===== config.mk =====
export PLATFORM = sky130hd
export DESIGN_NAME = fast_feed_pulse_waveform_gen
export DESIGN_NICKNAME = d
export VERILOG_FILES = /design/src/wave_pkg.sv /design/src/shape_if.sv /design/src/wave_shaper.sv /design/src/fast_feed_pulse_waveform_gen.sv
export VERILOG_INCLUDE_DIRS = /design/src
export SDC_FILE = /design/constraint.sdc
export NUM_CORES = 1
export LEC_CHECK = 0
export BUFFER_PORTS_ARGS = -buffer_cell sky130_fd_sc_hd__buf_2
export CORE_ASPECT_RATIO = 1.2
export CORE_UTILIZATION = 45
export DETAILED_ROUTE_END_ITERATION = 12
export GPL_ROUTABILITY_DRIVEN = 1
export PLACE_DENSITY = 0.72
export SETUP_SLACK_MARGIN = 0.5
export SLEW_MARGIN = 0
export SYNTH_ARGS = -nofsm -noshare
export SYNTH_HDL_FRONTEND = slang
export SYNTH_HIERARCHICAL = 1
export SYNTH_SLANG_ARGS = --single-unit

===== constraint.sdc =====
create_clock -name core_clk -period 3.76 [get_ports core_clk]
set_input_delay 0.752 -clock core_clk [delete_from_list [all_inputs] [get_ports core_clk]]
set_output_delay 0.752 -clock core_clk [all_outputs]
set_load 0.02 [all_outputs]

===== src/ffwave_defs.svh =====
// constants for the fast-feed drive pulse waveform generator
// Operation
// - reverse drive: three shaped pulses, then 4 or 8 chopped pulses; third 4.88/6.84 ms
// - each reverse chopped pulse period is 0.976 ms
// - chop duty 1/2 is 0.488 high and low; 1/4 is 0.732 high, 0.244 low
// - one drive pulse starts at each selected motor clock rising edge
// - three-bit motor clock code selects 128 Hz down to 16 Hz
// - motor clock select resets to 128 Hz
// - eight hertz select overrides the three-bit motor clock code
// - clock selection changes only at the end of the running motor clock cycle
// - normal lead width is 2.93 ms plus 0.244 ms per code step
// - normal lead width code resets to zero, 2.93 ms
// - normal chop count code gives 4, 6, 8 or 10 pulses
// - normal chop count code resets to four pulses
// - suppress bit removes all normal chopped pulses
// - with chops suppressed the output interval still spans the programmed chop time
// - normal chop duty bit: one is 1/2, zero is 1/4, reset zero
// - a chop train still running is cut off when the next motor clock pulse starts
// - direction bit: one reverse, zero normal, normal after reset
// - drive pulses alternate between the two coil outputs, one per step
`ifndef FFWAVE_DEFS_SVH
`define FFWAVE_DEFS_SVH

`define CLK_PERIOD_NS    40
`define TICK_PERIOD_NS   244141

`define OFS_CTRL         12'h000
`define OFS_NORMAL       12'h004
`define OFS_REVERSE      12'h008
`define OFS_STATUS       12'h00c

`define CTRL_ENABLE      0
`define CTRL_DIR         1
`define CTRL_EIGHT       2
`define CTRL_SEL_LSB     3
`define NORM_WIDTH_LSB   0
`define NORM_COUNT_LSB   4
`define NORM_SUPPRESS    6
`define NORM_DUTY        7
`define REV_G1_LSB       0
`define REV_G2_LSB       3
`define REV_G3           6
`define REV_GRNUM        7
`define REV_DUTY         8
`define STAT_BUSY        0
`define STAT_SIDE        1
`define STAT_EIGHT       2
`define STAT_SEL_LSB     3

`define RST_CLK_SEL      3'h7
`define RST_LEAD         4'h0
`define RST_CHOP_COUNT   2'h0
`define RST_DUTY         1'b0
`define RST_DIR          1'b0

`define LEAD_BASE_TICKS  5'h0c
`define G1_BASE_TICKS    5'h03
`define G2_BASE_TICKS    5'h07
`define G3_SHORT_TICKS   5'h14
`define G3_LONG_TICKS    5'h1c
`define CHOP_BASE_PULSES 4'h4
`define GR_SHORT_PULSES  4'h4
`define GR_LONG_PULSES   4'h8
`define HIGH_HALF_TICKS  2'h2
`define HIGH_QUART_TICKS 2'h3

`define PER_128HZ        10'h020
`define PER_85HZ         10'h030
`define PER_64HZ         10'h040
`define PER_51HZ         10'h050
`define PER_42HZ         10'h060
`define PER_32HZ         10'h080
`define PER_25HZ         10'h0a0
`define PER_16HZ         10'h100
`define PER_8HZ          10'h200

`endif


===== src/wave_pkg.sv =====
// types shared by the waveform generator modules
package wave_pkg;

  typedef enum logic [4:0]
  {
    ST_IDLE = 5'b00001,
    ST_G1   = 5'b00010,
    ST_G2   = 5'b00100,
    ST_G3   = 5'b01000,
    ST_CHOP = 5'b10000
  } wave_state_type;

endpackage


===== src/shape_if.sv =====
// carrier between the register side and the pulse shaper
`timescale 1ns/1ps
interface shape_if;
  logic       tick;
  logic       start;
  logic       reverse;
  logic [4:0] g1_ticks;
  logic [4:0] g2_ticks;
  logic [4:0] third_ticks;
  logic [3:0] chop_pulses;
  logic [1:0] chop_high;
  logic       chop_mute;
  logic       level;
  logic       busy;

  modport ctrl
  (
    output tick, start, reverse, g1_ticks, g2_ticks, third_ticks,
    output chop_pulses, chop_high, chop_mute,
    input  level, busy
  );
  modport shaper
  (
    input  tick, start, reverse, g1_ticks, g2_ticks, third_ticks,
    input  chop_pulses, chop_high, chop_mute,
    output level, busy
  );
endinterface


===== src/wave_shaper.sv =====
// pulse shaper: shaped pulses then chopped train, timed in 1/4096 s ticks
`timescale 1ns/1ps
`include "ffwave_defs.svh"
module wave_shaper
(
  // clock and reset
  input wire logic core_clk,
  input wire logic rst,
  // link to register side
  shape_if.shaper  sh
);
  import wave_pkg::*;

  wave_state_type state;
  wave_state_type next_state;
  logic [4:0]     ph_cnt;
  logic [1:0]     sub_cnt;
  logic [3:0]     pulse_cnt;

  wire [4:0] phase_len  = (state == ST_G1) ? sh.g1_ticks :
                          (state == ST_G2) ? sh.g2_ticks : sh.third_ticks;
  wire       phase_done = sh.tick && (ph_cnt == phase_len - 5'h01);
  wire       in_chop    = (state == ST_CHOP);
  wire       period_end = in_chop && sh.tick && (sub_cnt == 2'h3);
  wire       chop_last  = period_end && (pulse_cnt == sh.chop_pulses - 4'h1);

  //////////////////////////////////////////////////////////////////////////////
  always_comb
  begin
    next_state = state;
    case (state)
      ST_IDLE: next_state = ST_IDLE;
      ST_G1:   next_state = phase_done ? ST_G2 : ST_G1;
      ST_G2:   next_state = phase_done ? ST_G3 : ST_G2;
      ST_G3:   next_state = phase_done ? ST_CHOP : ST_G3;
      ST_CHOP: next_state = chop_last ? ST_IDLE : ST_CHOP;
      default: next_state = ST_IDLE;
    endcase
    // a new step always restarts, cutting any train still running
    if (sh.start)
      next_state = sh.reverse ? ST_G1 : ST_G3;
  end

  always_ff @(posedge core_clk)
  begin
    if (rst)
    begin
      state     <= ST_IDLE;
      ph_cnt    <= 5'h00;
      sub_cnt   <= 2'h0;
      pulse_cnt <= 4'h0;
    end
    else
    begin
      state     <= next_state;
      ph_cnt    <= (sh.start || phase_done) ? 5'h00 : (sh.tick ? ph_cnt + 5'h01 : ph_cnt);
      sub_cnt   <= sh.start ? 2'h0 : ((in_chop && sh.tick) ? sub_cnt + 2'h1 : sub_cnt);
      pulse_cnt <= sh.start ? 4'h0 : (period_end ? pulse_cnt + 4'h1 : pulse_cnt);
    end
  end

  // muted chops still run their periods, only the level is held low
  assign sh.level = (state == ST_G1) || (state == ST_G3) ||
                    (in_chop && !sh.chop_mute && (sub_cnt < sh.chop_high));
  assign sh.busy  = (state != ST_IDLE);
endmodule


===== src/fast_feed_pulse_waveform_gen.sv =====
// fast-feed drive pulse generator for one motor channel with apb registers
`timescale 1ns/1ps
`include "ffwave_defs.svh"
module fast_feed_pulse_waveform_gen
#(
  parameter int unsigned TICK_CYCLES = (`TICK_PERIOD_NS + `CLK_PERIOD_NS - 1) / `CLK_PERIOD_NS
)
(
  // clock and reset
  input  wire logic        core_clk,
  input  wire logic        rst,
  // apb slave
  input  wire logic        psel,
  input  wire logic        penable,
  input  wire logic        pwrite,
  input  wire logic [11:0] paddr,
  input  wire logic [31:0] pwdata,
  output logic      [31:0] prdata,
  output logic             pready,
  output logic             pslverr,
  // motor coil drive
  output logic             drive_out_a,
  output logic             drive_out_b
);
  import wave_pkg::*;

  //////////////////////////////////////////////////////////////////////////////
  // helper functions

  function automatic logic [9:0] motor_period(input logic [2:0] sel, input logic eight);
    logic [9:0] per;
    per = `PER_128HZ;
    case (sel)
      3'h7:    per = `PER_128HZ;
      3'h6:    per = `PER_85HZ;
      3'h5:    per = `PER_64HZ;
      3'h4:    per = `PER_51HZ;
      3'h3:    per = `PER_42HZ;
      3'h2:    per = `PER_32HZ;
      3'h1:    per = `PER_25HZ;
      3'h0:    per = `PER_16HZ;
      default: per = `PER_128HZ;
    endcase
    if (eight)
      per = `PER_8HZ;
    return per;
  endfunction

  function automatic logic [1:0] high_ticks(input logic half);
    return half ? `HIGH_HALF_TICKS : `HIGH_QUART_TICKS;
  endfunction

  //////////////////////////////////////////////////////////////////////////////
  // configuration registers

  logic       drive_enable;
  logic       direction_select;
  logic       eight_hz_clock_select;
  logic [2:0] motor_clock_select;
  logic [3:0] normal_first_pulse_width;
  logic [1:0] normal_chop_count;
  logic       normal_chop_suppress;
  logic       normal_chop_duty;
  logic [2:0] reverse_first_width;
  logic [2:0] reverse_second_width;
  logic       reverse_third_long;
  logic       reverse_chop_long;
  logic       reverse_chop_duty;

  // motor clock and step state
  logic [15:0] tick_cnt;
  logic        tick;
  logic [9:0]  phase_cnt;
  logic [2:0]  active_sel;
  logic        active_eight;
  logic        next_side;
  logic        cur_side;

  shape_if sh();

  //////////////////////////////////////////////////////////////////////////////
  // apb decode: one wait state, answer from flops

  wire        access    = psel && penable && pready;
  wire        wr_commit = access && pwrite;
  wire        answering = psel && penable && !pready;
  wire        hit_ctrl  = (paddr == `OFS_CTRL);
  wire        hit_norm  = (paddr == `OFS_NORMAL);
  wire        hit_rev   = (paddr == `OFS_REVERSE);
  wire        hit_stat  = (paddr == `OFS_STATUS);
  wire        mapped    = hit_ctrl || hit_norm || hit_rev || hit_stat;

  wire [31:0] ctrl_word = {26'h0, motor_clock_select, eight_hz_clock_select, direction_select, drive_enable};
  wire [31:0] norm_word = {24'h0, normal_chop_duty, normal_chop_suppress, normal_chop_count,
                           normal_first_pulse_width};
  wire [31:0] rev_word  = {23'h0, reverse_chop_duty, reverse_chop_long, reverse_third_long,
                           reverse_second_width, reverse_first_width};
  wire [31:0] stat_word = {26'h0, active_sel, active_eight, next_side, sh.busy};
  wire [31:0] rd_word   = hit_ctrl ? ctrl_word :
                          hit_norm ? norm_word :
                          hit_rev  ? rev_word  :
                          hit_stat ? stat_word : 32'h0;

  always_ff @(posedge core_clk)
  begin
    if (rst)
    begin
      pready  <= 1'b0;
      prdata  <= 32'h0;
      pslverr <= 1'b0;
    end
    else
    begin
      pready  <= answering;
      prdata  <= (answering && !pwrite) ? rd_word : 32'h0;
      pslverr <= answering && !mapped;
    end
  end

  always_ff @(posedge core_clk)
  begin
    if (rst)
    begin
      drive_enable          <= 1'b0;
      direction_select      <= `RST_DIR;
      eight_hz_clock_select <= 1'b0;
      motor_clock_select    <= `RST_CLK_SEL;
    end
    else if (wr_commit && hit_ctrl)
    begin
      drive_enable          <= pwdata[`CTRL_ENABLE];
      direction_select      <= pwdata[`CTRL_DIR];
      eight_hz_clock_select <= pwdata[`CTRL_EIGHT];
      motor_clock_select    <= pwdata[`CTRL_SEL_LSB +: 3];
    end
  end

  always_ff @(posedge core_clk)
  begin
    if (rst)
    begin
      normal_first_pulse_width <= `RST_LEAD;
      normal_chop_count        <= `RST_CHOP_COUNT;
      normal_chop_suppress     <= 1'b0;
      normal_chop_duty         <= `RST_DUTY;
    end
    else if (wr_commit && hit_norm)
    begin
      normal_first_pulse_width <= pwdata[`NORM_WIDTH_LSB +: 4];
      normal_chop_count        <= pwdata[`NORM_COUNT_LSB +: 2];
      normal_chop_suppress     <= pwdata[`NORM_SUPPRESS];
      normal_chop_duty         <= pwdata[`NORM_DUTY];
    end
  end

  always_ff @(posedge core_clk)
  begin
    if (rst)
    begin
      reverse_first_width  <= 3'h0;
      reverse_second_width <= 3'h0;
      reverse_third_long   <= 1'b0;
      reverse_chop_long    <= 1'b0;
      reverse_chop_duty    <= `RST_DUTY;
    end
    else if (wr_commit && hit_rev)
    begin
      reverse_first_width  <= pwdata[`REV_G1_LSB +: 3];
      reverse_second_width <= pwdata[`REV_G2_LSB +: 3];
      reverse_third_long   <= pwdata[`REV_G3];
      reverse_chop_long    <= pwdata[`REV_GRNUM];
      reverse_chop_duty    <= pwdata[`REV_DUTY];
    end
  end

  //////////////////////////////////////////////////////////////////////////////
  // 1/4096 s timebase and motor clock

  wire [9:0] period     = motor_period(active_sel, active_eight);
  wire       tick_wrap  = (tick_cnt == 16'(TICK_CYCLES - 1));
  wire       period_end = tick && (phase_cnt == period - 10'h001);
  wire       step_start = period_end && drive_enable;

  always_ff @(posedge core_clk)
  begin
    if (rst)
    begin
      tick_cnt <= 16'h0;
      tick     <= 1'b0;
    end
    else
    begin
      tick_cnt <= tick_wrap ? 16'h0 : tick_cnt + 16'h1;
      tick     <= tick_wrap;
    end
  end

  // a new selection is adopted only when the running cycle completes
  always_ff @(posedge core_clk)
  begin
    if (rst)
    begin
      phase_cnt    <= 10'h000;
      active_sel   <= `RST_CLK_SEL;
      active_eight <= 1'b0;
    end
    else if (period_end)
    begin
      phase_cnt    <= 10'h000;
      active_sel   <= motor_clock_select;
      active_eight <= eight_hz_clock_select;
    end
    else if (tick)
      phase_cnt <= phase_cnt + 10'h001;
  end

  //////////////////////////////////////////////////////////////////////////////
  // shaper setup

  assign sh.tick        = tick;
  assign sh.start       = step_start;
  assign sh.reverse     = direction_select;
  assign sh.g1_ticks    = `G1_BASE_TICKS + {2'h0, reverse_first_width};
  assign sh.g2_ticks    = `G2_BASE_TICKS + {2'h0, reverse_second_width};
  assign sh.third_ticks = direction_select ?
                          (reverse_third_long ? `G3_LONG_TICKS : `G3_SHORT_TICKS) :
                          (`LEAD_BASE_TICKS + {1'b0, normal_first_pulse_width});
  assign sh.chop_pulses = direction_select ?
                          (reverse_chop_long ? `GR_LONG_PULSES : `GR_SHORT_PULSES) :
                          (`CHOP_BASE_PULSES + {1'b0, normal_chop_count, 1'b0});
  assign sh.chop_high   = high_ticks(direction_select ? reverse_chop_duty : normal_chop_duty);
  assign sh.chop_mute   = !direction_select && normal_chop_suppress;

  wave_shaper u_shaper
  (
    .core_clk (core_clk),
    .rst      (rst),
    .sh       (sh.shaper)
  );

  //////////////////////////////////////////////////////////////////////////////
  // coil outputs alternate per step

  always_ff @(posedge core_clk)
  begin
    if (rst)
    begin
      next_side   <= 1'b0;
      cur_side    <= 1'b0;
      drive_out_a <= 1'b0;
      drive_out_b <= 1'b0;
    end
    else
    begin
      if (step_start)
      begin
        cur_side  <= next_side;
        next_side <= !next_side;
      end
      drive_out_a <= sh.level && !cur_side;
      drive_out_b <= sh.level && cur_side;
    end
  end
endmodule


* Word level (Yosys, flattened, before mapping)
Memory sizes are Yosys's and may differ from the RTL's. A register that Yosys moved wholly into a read port is not among the register bits. Cells that the tools add are included. Widths: inputs -> output; s select.
Storage, ports and cells: flip-flop bits (word level) 108, bits in latches 0, RAM bits 0, ROM bits 40, input port bits 49, word-level logic and storage cells 124, memories kept 1
Memories:
- (no name shown) | words 8, bits a word 5, read ports 1, clocked after memory_dff 1, write ports 0, RTL line fast_feed_pulse_waveform_gen.sv:33 | case (sel)
Operators by class: add/sub/neg operators 12, multipliers 0, div/mod/pow operators 0, order comparisons 1, equality and inequality tests 13, shift-type cells 0, mux-type cells 22, bitwise operators 1, reductions and logical operators 42
Operators with widths (number):
- $mux 5 | 6
- $eq 12x4->1 const B | 2
- $logic_and 1x1->1 | 20
- $mux 4 | 5
- $pmux 5 s4 | 1
- $add 16x1->16 const B | 1
- $eq 16x13->1 const B | 1
- $eq 12x3->1 const B | 1
- $logic_not 12->1 | 1
- $mux 6 | 2
- $add 10x1->10 const B | 1
- $eq 10x10->1 | 1
- $mux 10 | 1
- $reduce_or 2->1 | 5
- $sub 10x1->10 const B | 1
- $mux 3 | 3
- $mux 9 | 1
- $add 3x3->4 const A | 2
- $mux 8 | 1
- $logic_not 1->1 | 7
- $logic_or 1x1->1 | 6
- $add 4x4->5 const A | 1
- $add 5x1->5 const B | 1
- $eq 5x2->1 const B | 1
- 18 further kinds | 19

* Depth between registers and ports, before layout
depth after elaboration 10, depth in mapped cells 12

* Hierarchy
The synthesis kept the hierarchy.
Modules (own cells, without submodules):
- fast_feed_pulse_waveform_gen | times used 1, cells each 417, area an instance 3741.1 µm², seq. area each 1481.4 µm²
- wave_shaper | times used 1, cells each 138, area an instance 1169.9 µm², seq. area each 320.3 µm²

* Worst setup path before layout
No wires, ideal clock.
kind register to register, from register active_eight, to register u_shaper.ph_cnt[0], setup time 0.117 ns, arrival 2.794 ns, required time 3.643 ns, setup slack 0.848 ns, stages on the path, launching flop included 12, path buffers 2, period minus slack after synthesis 2.912 ns, path through dfxtp_1 -> clkbuf_1 -> nand2b_1 -> ha_1 -> or4b_1 -> o311ai_0 -> xor2_1 -> nor3_1 -> or2_2 -> buf_1 -> or2_1 -> nor2_1
Between the ends: word-level cells in the longest chain between the ends 7
Ends and longest elaborated chain:
- start, declared | RTL line fast_feed_pulse_waveform_gen.sv:75 | logic active_eight;
- start signal, assigned | RTL line fast_feed_pulse_waveform_gen.sv:211 | active_eight <= eight_hz_clock_select;
- $mux 10 | RTL line fast_feed_pulse_waveform_gen.sv:44 | if (eight)
- $sub 10x1->10 | RTL line fast_feed_pulse_waveform_gen.sv:181 | wire period_end = tick && (phase_cnt == period - 10'h001);
- $eq 10x10->1 | RTL line fast_feed_pulse_waveform_gen.sv:181
- $logic_and 1x1->1 | RTL line fast_feed_pulse_waveform_gen.sv:181
- $logic_and 1x1->1 | RTL line fast_feed_pulse_waveform_gen.sv:182 | wire step_start = period_end && drive_enable;
- net sh.start | RTL line shape_if.sv:5 | logic start;
- $logic_or 1x1->1 | RTL line wave_shaper.sv:56 | ph_cnt <= (sh.start || phase_done) ? 5'h00 : (sh.tick ? ph_cnt + 5'h01 : ph_cnt);
- $reduce_or 2->1 (no line)
- end signal, assigned | RTL line wave_shaper.sv:56
- end, declared | RTL line wave_shaper.sv:16 | logic [4:0] ph_cnt;
The timed path passes the listed nets, and every way through them passes these cells. A chain may end at the register's enable or synchronous reset.

* Worst setup path in the final report
from register active_eight, to register u_shaper.ph_cnt[2]
The elaborated chain is that of the path after synthesis.

==> flow_summary.html <==
<table>
<tr><th>Metric</th><th>Value</th></tr>
<tr><th colspan="2">Pwr</th></tr>
<tr><td>Largest vdd supply drop</td><td>between 0.2 and 0.25 mV</td></tr>
<tr><td>Static leakage</td><td>between 2 and 2.5 nW</td></tr>
<tr><td>Power per cell area</td><td>about 350 nW/µm²</td></tr>
<tr><th colspan="2">Placement</th></tr>
<tr><td>RePlAce Congestion</td><td>0.821</td></tr>
<tr><td>Buffers on Ports</td><td>38</td></tr>
<tr><td>Minimum setup slack after placement</td><td>0.589 ns</td></tr>
<tr><td>Post-detailed-placement half-perimeter wirelength</td><td>~7300 µm</td></tr>
<tr><th colspan="2">Critical path</th></tr>
<tr><td>Register-to-register setup slack</td><td>approximately 0.74 ns</td></tr>
<tr><td>Crit start category</td><td>flip-flop</td></tr>
<tr><td>Category of the worst setup path capture point</td><td>flip-flop</td></tr>
<tr><td>Required @ worst endpoint</td><td>between 4 and 5 ns</td></tr>
<tr><td>Data arrival time of the critical path</td><td>3.31 ns</td></tr>
<tr><td>Worst Path Max Fanout</td><td>12</td></tr>
<tr><td>Worst setup path category</td><td>flip-flop to flip-flop</td></tr>
<tr><th colspan="2">Global routing</th></tr>
<tr><td>Pin count of the biggest net entering global routing</td><td>42</td></tr>
<tr><td>Global route total overflow</td><td>0</td></tr>
<tr><td>Met1 GRT Util</td><td>23.0%</td></tr>
<tr><td>Number of global-route vias before repair</td><td>3642</td></tr>
<tr><td>Global-route wire length before repair</td><td>~17000 µm</td></tr>
<tr><td>GRT Max-Usage Layer</td><td>met2</td></tr>
<tr><td>Met2 Usage GRT</td><td>about a third</td></tr>
<tr><td>Aggregate global-route resource usage</td><td>19.0%</td></tr>
<tr><td>Met3 global-route usage</td><td>4.79%</td></tr>
<tr><td>Initial antenna violation count</td><td>0</td></tr>
<tr><th colspan="2">Timing</th></tr>
<tr><td>Final hold vios</td><td>0</td></tr>
<tr><td>Final setup violating endpoints</td><td>0</td></tr>
<tr><td>RSZ-0062 raised after global routing</td><td>no</td></tr>
<tr><td>Time the final worst path needs with I/O delays and setup</td><td>approximately 3.0 ns</td></tr>
<tr><td>Relative slew slack</td><td>57.1%</td></tr>
<tr><td>Worst-Margin Slew</td><td>0.638 ns</td></tr>
<tr><td>Layout Skew</td><td>0.00862 ns</td></tr>
<tr><td>Setup TNS</td><td>0 ns</td></tr>
<tr><td>Final setup slack of the worst path</td><td>~0.74 ns</td></tr>
<tr><td>Fin crit share</td><td>80.3%</td></tr>
<tr><td>Max Slew Vio Count</td><td>0</td></tr>
<tr><td>Achievable frequency</td><td>0.331 GHz</td></tr>
<tr><th colspan="2">Synth</th></tr>
<tr><td>Synth Instances</td><td>555</td></tr>
<tr><td>Top cell type's share of synthesized area</td><td>about 37%</td></tr>
<tr><td>Number of enable-type register cells in the synthesized netlist</td><td>0</td></tr>
<tr><td>Avg Synthesized Cell Area</td><td>just under 9 µm²</td></tr>
<tr><td>Sequential element share of the synthesized area</td><td>a little under two fifths</td></tr>
<tr><td>Syn Std Cell Area</td><td>around 4900 µm²</td></tr>
<tr><td>Dominant cell by count in the synthesized netlist</td><td>dfxtp_1</td></tr>
<tr><td>Cells taking the most area after synthesis</td><td>dfxtp_1 37%, mux2i_1 6.7%, nor2_1 5.9%</td></tr>
<tr><td>Most frequent cells after synthesis</td><td>90 x dfxtp_1, 77 x nor2_1, 33 x mux2i_1</td></tr>
<tr><td>Yosys reg bits</td><td>90</td></tr>
<tr><td>Warning count from the yosys run</td><td>6</td></tr>
<tr><td>Dominant cell type by area after synthesis</td><td>dfxtp_1</td></tr>
<tr><td>Unique masters post-synth</td><td>slightly above 70</td></tr>
<tr><td>Asr flop ratio synth</td><td>0%</td></tr>
<tr><td>Predominant post-synthesis flop cell</td><td>dfxtp_1</td></tr>
<tr><th colspan="2">Final layout</th></tr>
<tr><td>Number of diodes added for antenna fixing</td><td>0</td></tr>
<tr><td>P&amp;R area growth vs syn</td><td>9.91%</td></tr>
<tr><td>Proportion of layout cells with a drive suffix above 1</td><td>around 14%</td></tr>
<tr><td>Area used by sequential logic in the layout</td><td>about 1800 µm²</td></tr>
<tr><td>Layout Nets</td><td>~650</td></tr>
<tr><td>Fill count</td><td>977</td></tr>
<tr><td>Area of the multi-input gates</td><td>2840 µm²</td></tr>
<tr><th colspan="2">Clock network</th></tr>
<tr><td>Inserted Clock Buffers</td><td>9</td></tr>
<tr><td>CTS tree</td><td>built</td></tr>
<tr><td>Total number of H-tree levels</td><td>3</td></tr>
<tr><td>Sinks on Clock Net</td><td>90</td></tr>
<tr><td>Clock Path Buffers</td><td>2</td></tr>
<tr><td>Post-CTS setup buffer count</td><td>0</td></tr>
<tr><td>Clk Tree Root Cell</td><td>clkbuf_16</td></tr>
<tr><td>Count of cells resized by post-cts repair</td><td>0</td></tr>
<tr><td>Skew-Pair Late Insertion Delay</td><td>around 0.36 ns</td></tr>
<tr><td>Clk pin slew, worst setup/hold paths</td><td>0.07 ns</td></tr>
<tr><td>CTS Hold Bufs</td><td>0</td></tr>
<tr><th colspan="2">Job</th></tr>
<tr><td>Max-cap violations</td><td>0</td></tr>
<tr><th colspan="2">Routing</th></tr>
<tr><td>DRC marker count from the first detailed-route iteration</td><td>approximately 210</td></tr>
<tr><td>Number of vias after detailed routing</td><td>approximately 3800</td></tr>
<tr><td>DR vias/cell</td><td>~5.3</td></tr>
<tr><td>Detail Route Antenna Nets</td><td>0</td></tr>
<tr><td>Number of iterations in the first detailed-routing pass</td><td>4</td></tr>
<tr><td>Total Routed Length</td><td>9990 µm</td></tr>
<tr><td>Wire length per cell after detailed routing</td><td>13.9 µm</td></tr>
<tr><td># DRC</td><td>0</td></tr>
<tr><th colspan="2">Die</th></tr>
<tr><td>Standard-cell row count</td><td>slightly above 40</td></tr>
<tr><td>Die H</td><td>approximately 120 µm</td></tr>
<tr><td>Total die area</td><td>around 11000 µm²</td></tr>
<tr><td>IO Count</td><td>85</td></tr>
<tr><td>Die W</td><td>between 90 and 100 µm</td></tr>
<tr><td>Initial Utilization</td><td>roughly 46%</td></tr>
<tr><td>Area inside the core boundary</td><td>around 11000 µm²</td></tr>
<tr><th colspan="2">Min path</th></tr>
<tr><td>HP Class</td><td>flip-flop to flip-flop</td></tr>
<tr><th colspan="2">Run status</th></tr>
<tr><td>Status</td><td>completed</td></tr>
</table>
==> layout by cell type, fill, tap and decap left out, drive strengths merged, types with 14 or more instances in the layout <==
cell type / count
conb: 29
nand3: 16
inv: 25
xor2: 27
nand2: 22
mux2i: 33
buf: 43
dfxtp: 90
a211oi: 16
nor2: 77
xnor2: 22
nor2b: 14
==> flip-flops by register name (all words and copies together) (netlist names), 2 cells and up, named ones only <==
signal and flops:
u_shaper/state 5, u_shaper/sub_cnt 2, motor_clock_select 3, u_shaper/ph_cnt 5
u_shaper/pulse_cnt 4, prdata 9, reverse_second_width 3, reverse_first_width 3
tick_cnt 16, normal_first_pulse_width 4, phase_cnt 10, normal_chop_count 2
active_sel 3
==> stage by stage <==
step	hold slack, ns	power (mW)	utilization [%]	cells	cell area [µm²]
after global routing	0.484	1.96	51.1	719	5400
after floorplan	0.414	1.06	-	582	5010
final	0.466	1.90	51.1	719	5400
after CTS	0.470	1.91	51.1	719	5400
after detailed placement	0.456	1.06	48.4	703	5120
after global placement	0.442	1.06	48.4	703	5120
==> cell type report <==
type / count / area share, %
Timing Repair Buffer: 43 / 4.22
Tap cell: 129 / 2.99
Multi-Input combinational cell: 418 / 52.6
Inverter: 23 / 1.60
Clock inverter: 7 / 0.997
Sequential cell: 90 / 33.4
Clock buffer: 9 / 4.17
==> power breakdown <==
part	internal [mW]	total, mW	switching (mW)
clock network	0.453	0.852	0.399
registers	0.956	0.960	0.00365
logic	0.0230	0.0832	0.0602
total	1.43	1.90	0.463
==> cell families after synthesis <==
family,share of synthesized area [%]
fa+ha+maj,3.06
simple gates,24.7
xor+xnor,9.20
other cells,0.153
mux,8.18
buf+inv,7.80
flops,36.7
compound gates,10.2
==> routing by layer <==
metal  vias up  part of all wire, %
met3        17                  5.1
met2        93                   48
met1      1795                   45
met5         -                    0
li1       1930                    -
met4         0                  2.6
==> critical path, stage by stage (launching register included) <==
cell and delay [ns]:
dfxtp_2 0.43, nand2b_1 0.15, ha_1 0.26, or4b_1 0.47, o311ai_1 0.18, xor2_1 0.37
nor3_1 0.09, buf_4 0.18, or2_2 0.39, or2_1 0.32, nor2_1 0.12
==> final timing paths <==
| check | from | cells after the start | endpoint |
|---|---|---|---|
| min | reverse_chop_duty$_SDFFE_PP0P_ | 2 | prdata[8]$_SDFF_PP0_ |
| min reg2reg | reverse_chop_duty$_SDFFE_PP0P_ | 2 | prdata[8]$_SDFF_PP0_ |
| max | active_eight$_SDFFE_PP0P_ | 10 | u_shaper/ph_cnt[2]$_SDFFE_PP0P_ |
| max reg2reg | active_eight$_SDFFE_PP0P_ | 10 | u_shaper/ph_cnt[2]$_SDFFE_PP0P_ |
No activity file was read; power rests on OpenSTA's default activity.
